==> src/rtl/ppi_pkg.sv <==
package ppi_pkg;
	localparam int unsigned ADDR_W = 8;
	localparam int unsigned REG_W = 16;
	// Printed offsets are word indices; byte address is four times the index
	localparam logic [7:0] TX_INV_IDX = 8'h4a;
	localparam logic [7:0] RX_INV_IDX = 8'h4c;
	localparam logic [7:0] IRQ_SUM_IDX = 8'h50;
	localparam logic [9:0] TX_INV_ADDR = {TX_INV_IDX, 2'b00};
	localparam logic [9:0] RX_INV_ADDR = {RX_INV_IDX, 2'b00};
	localparam logic [9:0] IRQ_SUM_ADDR = {IRQ_SUM_IDX, 2'b00};
	// Implemented bits of each invert register
	localparam logic [15:0] TX_INV_MASK = 16'hdfff;
	localparam logic [15:0] RX_INV_MASK = 16'h76de;
	localparam logic [15:0] INV_RST = 16'h0000;
	localparam int unsigned N_SUM = 10;
	// Summary bit positions
	localparam int unsigned SUM_FRAMER = 0;
	localparam int unsigned SUM_PLCP = 1;
	localparam int unsigned SUM_CELL_PKT = 2;
	localparam int unsigned SUM_FIFO = 3;
	localparam int unsigned SUM_BERT = 4;
	localparam int unsigned SUM_HDLC = 5;
	localparam int unsigned SUM_FEAC = 6;
	localparam int unsigned SUM_TRACE = 7;
	localparam int unsigned SUM_LCODE = 8;
	localparam int unsigned SUM_PORT = 9;
endpackage

==> src/rtl/ppi_top.sv <==
// Design decision made here: register access over APB.
`timescale 1ns/1ps
// Notes on behaviour
// (RULE_01) Tx PLCP data-enable out and data pins invert when bits 15/14 set.
// (RULE_02) Tx multifunction start-of-frame output pin inverts when bit 12 set.
// (RULE_03) Tx overhead-enable input pin inverts when bit 11 set.
// (RULE_04) Tx overhead/serial data pin inverts when bit 10 set.
// (RULE_05) Tx overhead port sof, enable, data, clock invert by bits 9..6.
// (RULE_06) Tx start-of-frame input / mask pin inverts when bit 5 set.
// (RULE_07) Tx negative and positive rail pins invert by bits 4 and 3.
// (RULE_08) Tx line clock, clock out, clock in invert by bits 2..0.
// (RULE_09) Rx PLCP data and overhead-enable input invert by bits 14, 13.
// (RULE_10) Rx multifunction start-of-frame output inverts when bit 12 set.
// (RULE_11) Rx overhead/serial data pin inverts when bit 10 set.
// (RULE_12) Rx overhead port sof, data, clock invert by bits 9, 7, 6.
// (RULE_13) Rx negative and positive rail inputs invert by bits 4 and 3.
// (RULE_14) Rx line clock and clock output invert by bits 2 and 1.
// (RULE_15) Port status summary set by any enabled latched port status bit.
// (RULE_16) Line code summary set by any enabled latched line coder bit.
// (RULE_17) Trail trace and far-end alarm summaries from their enabled latched bits.
// (RULE_18) HDLC and bit error test summaries from their enabled latched bits.
// (RULE_19) FIFO summary from enabled latched bits of tx or rx FIFO.
// (RULE_20) Cell/packet and PLCP summaries from their enabled latched bits.
// (RULE_21) Interrupt pin driven when any summary set and port enable set.
// (RULE_22) All invert controls reset to zero.
// (RULE_23) Summaries are read-only ORs, clearing when sources clear or disable.
module ppi_top
(
	input wire logic core_clk,
	input wire logic rstn,
	input wire logic clk_en,
	input wire logic psel,
	input wire logic penable,
	input wire logic pwrite,
	input wire logic [31:0] paddr,
	input wire logic [31:0] pwdata,
	input wire logic [3:0] pstrb,
	output logic [31:0] prdata,
	output logic pready,
	output logic pslverr,
	input wire logic [15:0] tx_pin_in,
	output logic [15:0] tx_pin_out,
	input wire logic [15:0] rx_pin_in,
	output logic [15:0] rx_pin_out,
	input wire logic [15:0] port_latched_status,
	input wire logic [15:0] port_latched_enable,
	input wire logic [15:0] line_code_latched,
	input wire logic [15:0] line_code_enable,
	input wire logic [15:0] trail_trace_latched,
	input wire logic [15:0] trail_trace_enable,
	input wire logic [15:0] far_end_alarm_latched,
	input wire logic [15:0] far_end_alarm_enable,
	input wire logic [15:0] hdlc_latched,
	input wire logic [15:0] hdlc_enable,
	input wire logic [15:0] bit_error_test_latched,
	input wire logic [15:0] bit_error_test_enable,
	input wire logic [15:0] tx_fifo_latched,
	input wire logic [15:0] tx_fifo_enable,
	input wire logic [15:0] rx_fifo_latched,
	input wire logic [15:0] rx_fifo_enable,
	input wire logic [15:0] cell_packet_latched,
	input wire logic [15:0] cell_packet_enable,
	input wire logic [15:0] plcp_latched,
	input wire logic [15:0] plcp_enable,
	input wire logic framer_summary,
	input wire logic per_port_irq_enable,
	output logic irq_out
);
	logic [15:0] tx_inv_ff;
	logic [15:0] rx_inv_ff;
	logic [15:0] tx_sync1_ff;
	logic [15:0] tx_sync2_ff;
	logic [15:0] rx_sync1_ff;
	logic [15:0] rx_sync2_ff;
	logic [15:0] tx_inv_pins;
	logic [15:0] rx_inv_pins;
	logic [15:0] summary;
	logic [ppi_pkg::N_SUM-1:0] src_sum;
	logic [15:0] fifo_sum_src;
	logic [31:0] nxt_prdata;
	logic [15:0] lat_src [9];
	logic [15:0] en_src [9];
	logic wr_acc;
	logic rd_acc;
	logic [9:0] reg_addr;
	logic addr_hit;

	assign reg_addr = paddr[9:0];
	assign addr_hit = (paddr[31:10] == 22'h00_0000) && (reg_addr == ppi_pkg::TX_INV_ADDR
		|| reg_addr == ppi_pkg::RX_INV_ADDR || reg_addr == ppi_pkg::IRQ_SUM_ADDR);
	assign wr_acc = psel && penable && pwrite && clk_en;
	assign rd_acc = psel && penable && !pwrite && clk_en;

	// Invert control registers, byte lanes honoured
	always_ff @(posedge core_clk or negedge rstn)
	begin
		if (!rstn)
		begin
			tx_inv_ff <= ppi_pkg::INV_RST; // RULE_22
			rx_inv_ff <= ppi_pkg::INV_RST; // RULE_22
		end
		else if (wr_acc && paddr[31:10] == 22'h00_0000)
		begin
			if (reg_addr == ppi_pkg::TX_INV_ADDR)
			begin
				if (pstrb[0])
					tx_inv_ff[7:0] <= pwdata[7:0] & ppi_pkg::TX_INV_MASK[7:0];
				if (pstrb[1])
					tx_inv_ff[15:8] <= pwdata[15:8] & ppi_pkg::TX_INV_MASK[15:8];
			end
			else if (reg_addr == ppi_pkg::RX_INV_ADDR)
			begin
				if (pstrb[0])
					rx_inv_ff[7:0] <= pwdata[7:0] & ppi_pkg::RX_INV_MASK[7:0];
				if (pstrb[1])
					rx_inv_ff[15:8] <= pwdata[15:8] & ppi_pkg::RX_INV_MASK[15:8];
			end
		end
	end

	// Pin inputs pass two flip-flops
	always_ff @(posedge core_clk or negedge rstn)
	begin
		if (!rstn)
		begin
			tx_sync1_ff <= 16'h0000;
			tx_sync2_ff <= 16'h0000;
			rx_sync1_ff <= 16'h0000;
			rx_sync2_ff <= 16'h0000;
		end
		else if (clk_en)
		begin
			tx_sync1_ff <= tx_pin_in;
			tx_sync2_ff <= tx_sync1_ff;
			rx_sync1_ff <= rx_pin_in;
			rx_sync2_ff <= rx_sync1_ff;
		end
	end

	// Bit map equals register layout: bit n of pins follows invert bit n
	ppi_pin_invert u_tx_inv
	(
		.pin_in(tx_sync2_ff),
		.inv_ctl(tx_inv_ff),
		.pin_out(tx_inv_pins)
	);

	ppi_pin_invert u_rx_inv
	(
		.pin_in(rx_sync2_ff),
		.inv_ctl(rx_inv_ff),
		.pin_out(rx_inv_pins)
	);

	always_ff @(posedge core_clk or negedge rstn)
	begin
		if (!rstn)
		begin
			tx_pin_out <= 16'h0000;
			rx_pin_out <= 16'h0000;
		end
		else if (clk_en)
		begin
			tx_pin_out <= tx_inv_pins; // RULE_01 RULE_02 RULE_03 RULE_04 RULE_05 RULE_06 RULE_07 RULE_08
			rx_pin_out <= rx_inv_pins; // RULE_09 RULE_10 RULE_11 RULE_12 RULE_13 RULE_14
		end
	end

	// Sub-block latched status comes from same-clock logic; no sync needed
	assign fifo_sum_src = 16'h0000;
	assign lat_src[0] = port_latched_status;
	assign lat_src[1] = line_code_latched;
	assign lat_src[2] = trail_trace_latched;
	assign lat_src[3] = far_end_alarm_latched;
	assign lat_src[4] = hdlc_latched;
	assign lat_src[5] = bit_error_test_latched;
	assign lat_src[6] = cell_packet_latched;
	assign lat_src[7] = plcp_latched;
	assign lat_src[8] = fifo_sum_src;
	assign en_src[0] = port_latched_enable;
	assign en_src[1] = line_code_enable;
	assign en_src[2] = trail_trace_enable;
	assign en_src[3] = far_end_alarm_enable;
	assign en_src[4] = hdlc_enable;
	assign en_src[5] = bit_error_test_enable;
	assign en_src[6] = cell_packet_enable;
	assign en_src[7] = plcp_enable;
	assign en_src[8] = fifo_sum_src;

	logic [8:0] grp_sum;
	logic fifo_tx_sum;
	logic fifo_rx_sum;

	genvar g;
	generate
		for (g = 0; g < 8; g++)
		begin : g_sum
			ppi_sum_or u_or
			(
				.latched(lat_src[g]),
				.enable(en_src[g]),
				.summary(grp_sum[g])
			);
		end
	endgenerate
	assign grp_sum[8] = 1'b0;

	// Either FIFO direction feeds the one FIFO summary bit
	ppi_sum_or u_fifo_tx_or
	(
		.latched(tx_fifo_latched),
		.enable(tx_fifo_enable),
		.summary(fifo_tx_sum)
	);

	ppi_sum_or u_fifo_rx_or
	(
		.latched(rx_fifo_latched),
		.enable(rx_fifo_enable),
		.summary(fifo_rx_sum)
	);

	assign src_sum[ppi_pkg::SUM_PORT] = grp_sum[0]; // RULE_15
	assign src_sum[ppi_pkg::SUM_LCODE] = grp_sum[1]; // RULE_16
	assign src_sum[ppi_pkg::SUM_TRACE] = grp_sum[2]; // RULE_17
	assign src_sum[ppi_pkg::SUM_FEAC] = grp_sum[3]; // RULE_17
	assign src_sum[ppi_pkg::SUM_HDLC] = grp_sum[4]; // RULE_18
	assign src_sum[ppi_pkg::SUM_BERT] = grp_sum[5]; // RULE_18
	assign src_sum[ppi_pkg::SUM_FIFO] = fifo_tx_sum | fifo_rx_sum; // RULE_19
	assign src_sum[ppi_pkg::SUM_CELL_PKT] = grp_sum[6]; // RULE_20
	assign src_sum[ppi_pkg::SUM_PLCP] = grp_sum[7]; // RULE_20
	assign src_sum[ppi_pkg::SUM_FRAMER] = framer_summary;

	// Read-only, no latching of its own
	assign summary = {6'h00, src_sum}; // RULE_23

	always_comb
	begin
		nxt_prdata = 32'h0000_0000;
		if (reg_addr == ppi_pkg::TX_INV_ADDR)
			nxt_prdata = {16'h0000, tx_inv_ff};
		else if (reg_addr == ppi_pkg::RX_INV_ADDR)
			nxt_prdata = {16'h0000, rx_inv_ff};
		else if (reg_addr == ppi_pkg::IRQ_SUM_ADDR)
			nxt_prdata = {16'h0000, summary};
		if (!addr_hit)
			nxt_prdata = 32'h0000_0000;
	end

	// Zero-wait APB slave while clk_en is high: pready registered high only in the access cycle after each setup cycle (psel && !penable)
	always_ff @(posedge core_clk or negedge rstn)
	begin
		if (!rstn)
		begin
			prdata <= 32'h0000_0000;
			pready <= 1'b0;
			pslverr <= 1'b0;
		end
		else if (clk_en)
		begin
			pready <= psel && !penable;
			pslverr <= psel && !penable && !addr_hit;
			if (psel && !penable && !pwrite)
				prdata <= nxt_prdata;
		end
	end

	always_ff @(posedge core_clk or negedge rstn)
	begin
		if (!rstn)
		begin
			irq_out <= 1'b0;
		end
		else if (clk_en)
		begin
			// Enable comes from same-clock logic; used without sync
			irq_out <= (|summary) && per_port_irq_enable; // RULE_21
		end
	end
endmodule

==> src/rtl/ppi_pin_invert.sv <==
`timescale 1ns/1ps
module ppi_pin_invert
(
	input wire logic [15:0] pin_in,
	input wire logic [15:0] inv_ctl,
	output logic [15:0] pin_out
);
	genvar i;
	generate
		for (i = 0; i < 16; i++)
		begin : g_bit
			assign pin_out[i] = pin_in[i] ^ inv_ctl[i];
		end
	endgenerate
endmodule

==> src/rtl/ppi_sum_or.sv <==
`timescale 1ns/1ps
module ppi_sum_or
(
	input wire logic [15:0] latched,
	input wire logic [15:0] enable,
	output logic summary
);
	assign summary = |(latched & enable);
endmodule

==> config.mk <==
export PLATFORM = sky130hd
export DESIGN_NAME = ppi_top
export DESIGN_NICKNAME = d
export VERILOG_FILES = /design/src/rtl/ppi_pkg.sv /design/src/rtl/ppi_top.sv /design/src/rtl/ppi_pin_invert.sv /design/src/rtl/ppi_sum_or.sv
export SDC_FILE = /design/constraint.sdc
export NUM_CORES = 1
export LEC_CHECK = 0
export ABC_AREA = 1
export BUFFER_PORTS_ARGS = -buffer_cell sky130_fd_sc_hd__buf_2
export CAP_MARGIN = 40
export CORE_AREA = 2 2 193 195
export CTS_CLUSTER_DIAMETER = 30
export CTS_CLUSTER_SIZE = 16
export DETAILED_ROUTE_END_ITERATION = 12
export DIE_AREA = 0 0 195 197
export GPL_TIMING_DRIVEN = 0
export RECOVER_POWER = 25
export SYNTH_ARGS = -nofsm -noshare
export SYNTH_HDL_FRONTEND = slang
export SYNTH_SLANG_ARGS = --single-unit
==> constraint.sdc <==
create_clock -name core_clk -period 0.8 [get_ports core_clk]
set_input_delay 0.04 -clock core_clk [delete_from_list [all_inputs] [get_ports core_clk]]
set_output_delay 0.04 -clock core_clk [all_outputs]
set_load 0.05 [all_outputs]
# ---- Word-level counts from Yosys, hierarchy flattened
# Index checks and enable logic that the tools add are counted.
dict set report totals {
  inputBits 428
  out_inout_bits 67
  regBits 157
}
dict set report op_classes {
  reduce_logical 31
  n_eq_ne 3
  n_bitwise 38
  mux 4
}
# operator n
set ops {}
lappend ops {{$and A16 B16 Y16} 10}
lappend ops {{$reduce_or A16 Y1} 10}
lappend ops {{$reduce_or A130 Y1} 1}
lappend ops {{$mux W32} 1}
lappend ops {{$eq A10 B9 Y1 const B} 3}
lappend ops {{$xor A1 B1 Y1} 26}
lappend ops {{$logic_not A22 Y1} 1}
lappend ops {{$mux W16} 1}
lappend ops {{$mux W15} 1}
lappend ops {{$mux W10} 1}
lappend ops {{$logic_and A1 B1 Y1} 9}
lappend ops {{$reduce_and A4 Y1} 2}
lappend ops {{$reduce_and A3 Y1} 2}
lappend ops {{$logic_not A1 Y1} 3}
lappend ops {{$logic_or A1 B1 Y1} 2}
lappend ops {{$reduce_and A2 Y1} 1}
lappend ops {{$not A1 Y1} 1}
lappend ops {{$or A1 B1 Y1} 1}

# ---- Depth between registers and ports, before layout
dict set report depth {
  word_depth 7
  mapped_depth 10
  depth_no_buf 10
}

# ---- Hierarchy
# From an unflattened synthesis, not the netlist that was laid out.
dict set report unflattened {
  hier_cells 1256
  hier_area_um2 8069.0
}
# mod cells_each n_inst area_per_inst_um2
set by_module_without_submodules {}
lappend by_module_without_submodules {ppi_top 746 1 6129.6}
lappend by_module_without_submodules {ppi_sum_or 35 10 133.9}
lappend by_module_without_submodules {ppi_pin_invert 80 2 300.3}

# ---- Worst setup path before layout
# Ideal clock, no wire load.
dict set report synth_path {
  path_type {input to register}
  startpoint {input port paddr[24]}
  endpoint {register tx_inv_ff[0]}
  slack_ns -0.319
  t_required_ns 0.682
  setup_time_ns 0.118
  path_stages 6
  arrival_time_ns 1.001
  cell_sequence {nor4_1 nand2_1 nor2_4 nand4_1 nand2_1 nand2_1}
}
dict set report synth_via {
  elab_chain_cells 3
}
# element line
set synth_rtl {}
lappend synth_rtl {{start, declared} ppi_top.sv:35} ;# input wire logic [31:0] paddr,
lappend synth_rtl {{$logic_not A22 Y1} ppi_top.sv:102} ;# else if (wr_acc && paddr[31:10] == 22'h00_0000)
lappend synth_rtl {{$logic_and A1 B1 Y1} ppi_top.sv:102}
lappend synth_rtl {{$reduce_and A3 Y1 (no source line)} --}
lappend synth_rtl {{end signal, assigned} ppi_top.sv:99} ;# tx_inv_ff <= ppi_pkg::INV_RST;
lappend synth_rtl {{end signal, assigned} ppi_top.sv:107} ;# tx_inv_ff[7:0] <= pwdata[7:0] & ppi_pkg::TX_INV_MASK[7:0];
lappend synth_rtl {{end, declared} ppi_top.sv:69} ;# logic [15:0] tx_inv_ff;
# No other way between the ends.
# A chain may end at the register's enable or synchronous reset.

# ---- Worst setup path in the final report
dict set report layout_path {
  startpoint {register tx_pin_out[8]}
  endpoint {output port tx_pin_out[8]}
}
# element line
set layout_lines {}
lappend layout_lines {{start, declared} ppi_top.sv:42} ;# output logic [15:0] tx_pin_out,
lappend layout_lines {{start signal, assigned} ppi_top.sv:164} ;# tx_pin_out <= tx_inv_pins;
# No word-level cell between the ends.

==> metrics.cfg <==
[run_status]
status = finished, violations left
failed_checks = hold timing, setup timing

[critical_path]
r2r_setup_slack_ps = -150
cp_cell_sequence = buf_6
crit_start = tx_pin_out[8]
crit_fanout = 2
crit_required_ps = 760
critical_path_depth = 1
regToRegEndpoint = prdata[0]
arrival_ps = 1010
crit_type = reg -> out
endpoint = tx_pin_out[8]
slowest_stage = dfrtp_2
ff2ff_path_depth = 3
end_kind = primary output
worst_setup_path_start_kind = flip-flop
critPathMaxStageDelay_ps = 430
crit_family = flip-flops
crit_buf_inv = 1
timing.rr.start = tx_inv_ff[0]

[layout]
syn_to_final_growth_pct = 79.4
ff_latch_area_um2 = 3590
multi_input_area_um2 = 4130
drive_gt1_frac = 0.485
final.fill_count = 3781
instances_no_fill = 2134
layout_commonest_cell = nand2_1
mostFrequentLayoutCells = 530 x nand2_1, 386 x buf_2, 93 x dfrtp_1
nNetsFinal = 2071

[floorplanning]
die_y_um = 197
rows = 70
dieArea_um2 = 38400
die_width_um = 195
start_util = 0.203
ios = 495
core_um2 = 36300

[clock_network]
cts.sinks = 141
postCtsHoldBufs = 51
clockBufferDepth = 2
cts-root-buf = clkbuf_16
numCtsBuffers = 17
cts-htree-levels = 4
insertion_delay_ps = 420
cts_tree = built
clkSlewWorstSetupHoldPaths_ps = 60

[run]
drv_cap = 0

[sta]
fmax_mhz = 948
worst_slew_pin_slew_ps = 880
setup_slack_ps = -255
setup_viol = 99
rsz0062_at_grt = yes
max_slew_margin = 0.413
finalHoldViolCount = 61
whs_ps = -225
slew_viol_final = 0
finalCritPeriodShare = 1.32
period_minus_slack_ps = 1050
skew_ps = 6.06

[yosys]
synth_seq_cells = 141
syn_area_um2 = 7350
synth_cells = 1038
synthAdderAreaFrac = 0
synthMuxAreaShare = 0
ys_seq_area_frac = 0.480
synth_top_family_by_area = simple AND/OR/NAND/NOR gates
yosys_warnings = 0
synth.distinct_cells = 25
yosys-top-cells-area = dfrtp_1 48%, nand2_1 32%, nor2_1 3.3%
synth_xor_area_frac = 0.0310
yosys.area.top_type = dfrtp_1
synth_compound_area_frac = 0.0312
synthSimpleGateAreaFrac = 0.410
synth_top_area_frac = 0.480
avgSynthCellArea_um2 = 7.08

[detailed_routing]
first_pass_iters = 5
wl_per_cell_um = 17.5
ant_nets = 0
drc = 0
totalWireLength_um = 37200
drt_iter0_drc = 434
vias_per_cell = 4.25
num_vias = 9076

[placement]
hpwl_um = 30300
port_buffers = 459
dp_cells = 1982
place_congestion = 0.855

[global_routing]
first_global_vias = 8911
overflow = 0
antenna_found_initial = 14
grt_max_degree = 81
grt_first_pass_wirelength_um = 53200
grtUsageTotal = 0.187

[pwr]
vdd_drop_max_uv = 1570
p_leak_nw = 7.10
power.total_mw = 21.1
powerDensity_nw_per_um2 = 1600

[min_path]
min_path_type = in -> async

-- how the worst min path moves through the flow --
stage / from / end / slack, ps
6_report: rstn / rx_sync1_ff[8] / -230
2_1_floorplan: rstn / irq_out / -260
3_3_place_gp: tx_pin_in[6] / tx_sync1_ff[6] / 240
4_1_cts: rstn / rx_sync1_ff[5] / -380
3_5_place_dp: rstn / rx_sync1_ff[8] / 60
5_1_grt: rstn / rx_sync2_ff[7] / -160
-- logic make-up (layout without fill, tap and decap cells) --
| group | count (synthesis) | in the layout |
|---|---|---|
| other cells | 1 | 26 |
| simple gates | 754 | 754 |
| buf+inv | 71 | 674 |
| flops | 141 | 141 |
| xor+xnor | 26 | 26 |
| compound gates | 45 | 45 |
-- metrics by stage --
step	setup TNS, ps	setup slack (ps)	utilization	instance area, um^2
2_1_floorplan	-10850	-303	-	7510
3_3_place_gp	-417220	-2610	0.287	10400
3_5_place_dp	-85170	-1260	0.288	10400
4_1_cts	-18130	-262	0.344	12500
5_1_grt	-27640	-313	0.363	13200
6_report	-17960	-255	0.363	13200
-- cell type report --
type | count | share of cell area
antenna | 10 | 0.00190
clock inverter | 8 | 0.00798
inverter | 23 | 0.00674
tap | 468 | 0.0444
clock buffer | 24 | 0.0381
buffer | 47 | 0.0236
timing repair buffer | 572 | 0.292
sequential | 141 | 0.272
multi-input combinational | 841 | 0.313
-- where the power goes --
group | leakage, nW | switching, mW | internal, mW
Combinational | 5.05 | 2.75 | 2.18
Clock | 0.289 | 3.00 | 5.02
Sequential | 1.76 | 0.414 | 7.72
Total | 7.10 | 6.17 | 14.9
-- worst register-to-register path: stages, from the launching register on --
cell     delay, ps
dfrtp_2        470
a22o_1         270
nand2_1         70
nand2_1         40
-- what timing repair did --
action / in CTS / in global routing
setup buffers: 34 / 23
pin swaps: 65 / 92
hold endpoints to repair: 120 / 61
cloned: 2 / 2
gates resized for setup: 223 / 168
endpoints found under the setup margin: 166 / 127
-- registers in the layout, indices dropped and copies added, names as in the netlist --
name	cells
pslverr	1
tx_sync2_ff	16
tx_inv_ff	15
tx_sync1_ff	16
rx_inv_ff	11
rx_sync1_ff	16
prdata	16
rx_pin_out	16
pready	1
tx_pin_out	16
rx_sync2_ff	16
irq_out	1
-- cells in the mapped netlist --
library cell	count
nor3_4	2
a22o_1	1
nand3_1	12
nand4_1	36
nand2_1	626
o21ai_0	44
or2_1	1
inv_2	3
conb_1	1
nor2_2	1
clkbuf_1	18
nand3b_1	3
nor4_1	2
buf_4	18
buf_1	6
inv_1	20
xnor2_1	26
nor3_1	3
dfrtp_1	141
nor3_2	1
nand2_2	1
buf_6	1
nor2_4	2
buf_2	5
nor2_1	64
-- routing by layer --
layer / track usage / vias to the layer above / part of all wire / wire length (um)
met1: 0.221 / 4248 / 0.40 / 15000
met3: 0.0390 / 53 / 0.059 / 2180
met4: 0.0662 / 6 / 0.029 / 1060
met5: 0 / - / 0.00094 / 35
li1: - / 4437 / - / -
met2: 0.337 / 332 / 0.51 / 18900
Power figures use the tool's default switching activity.
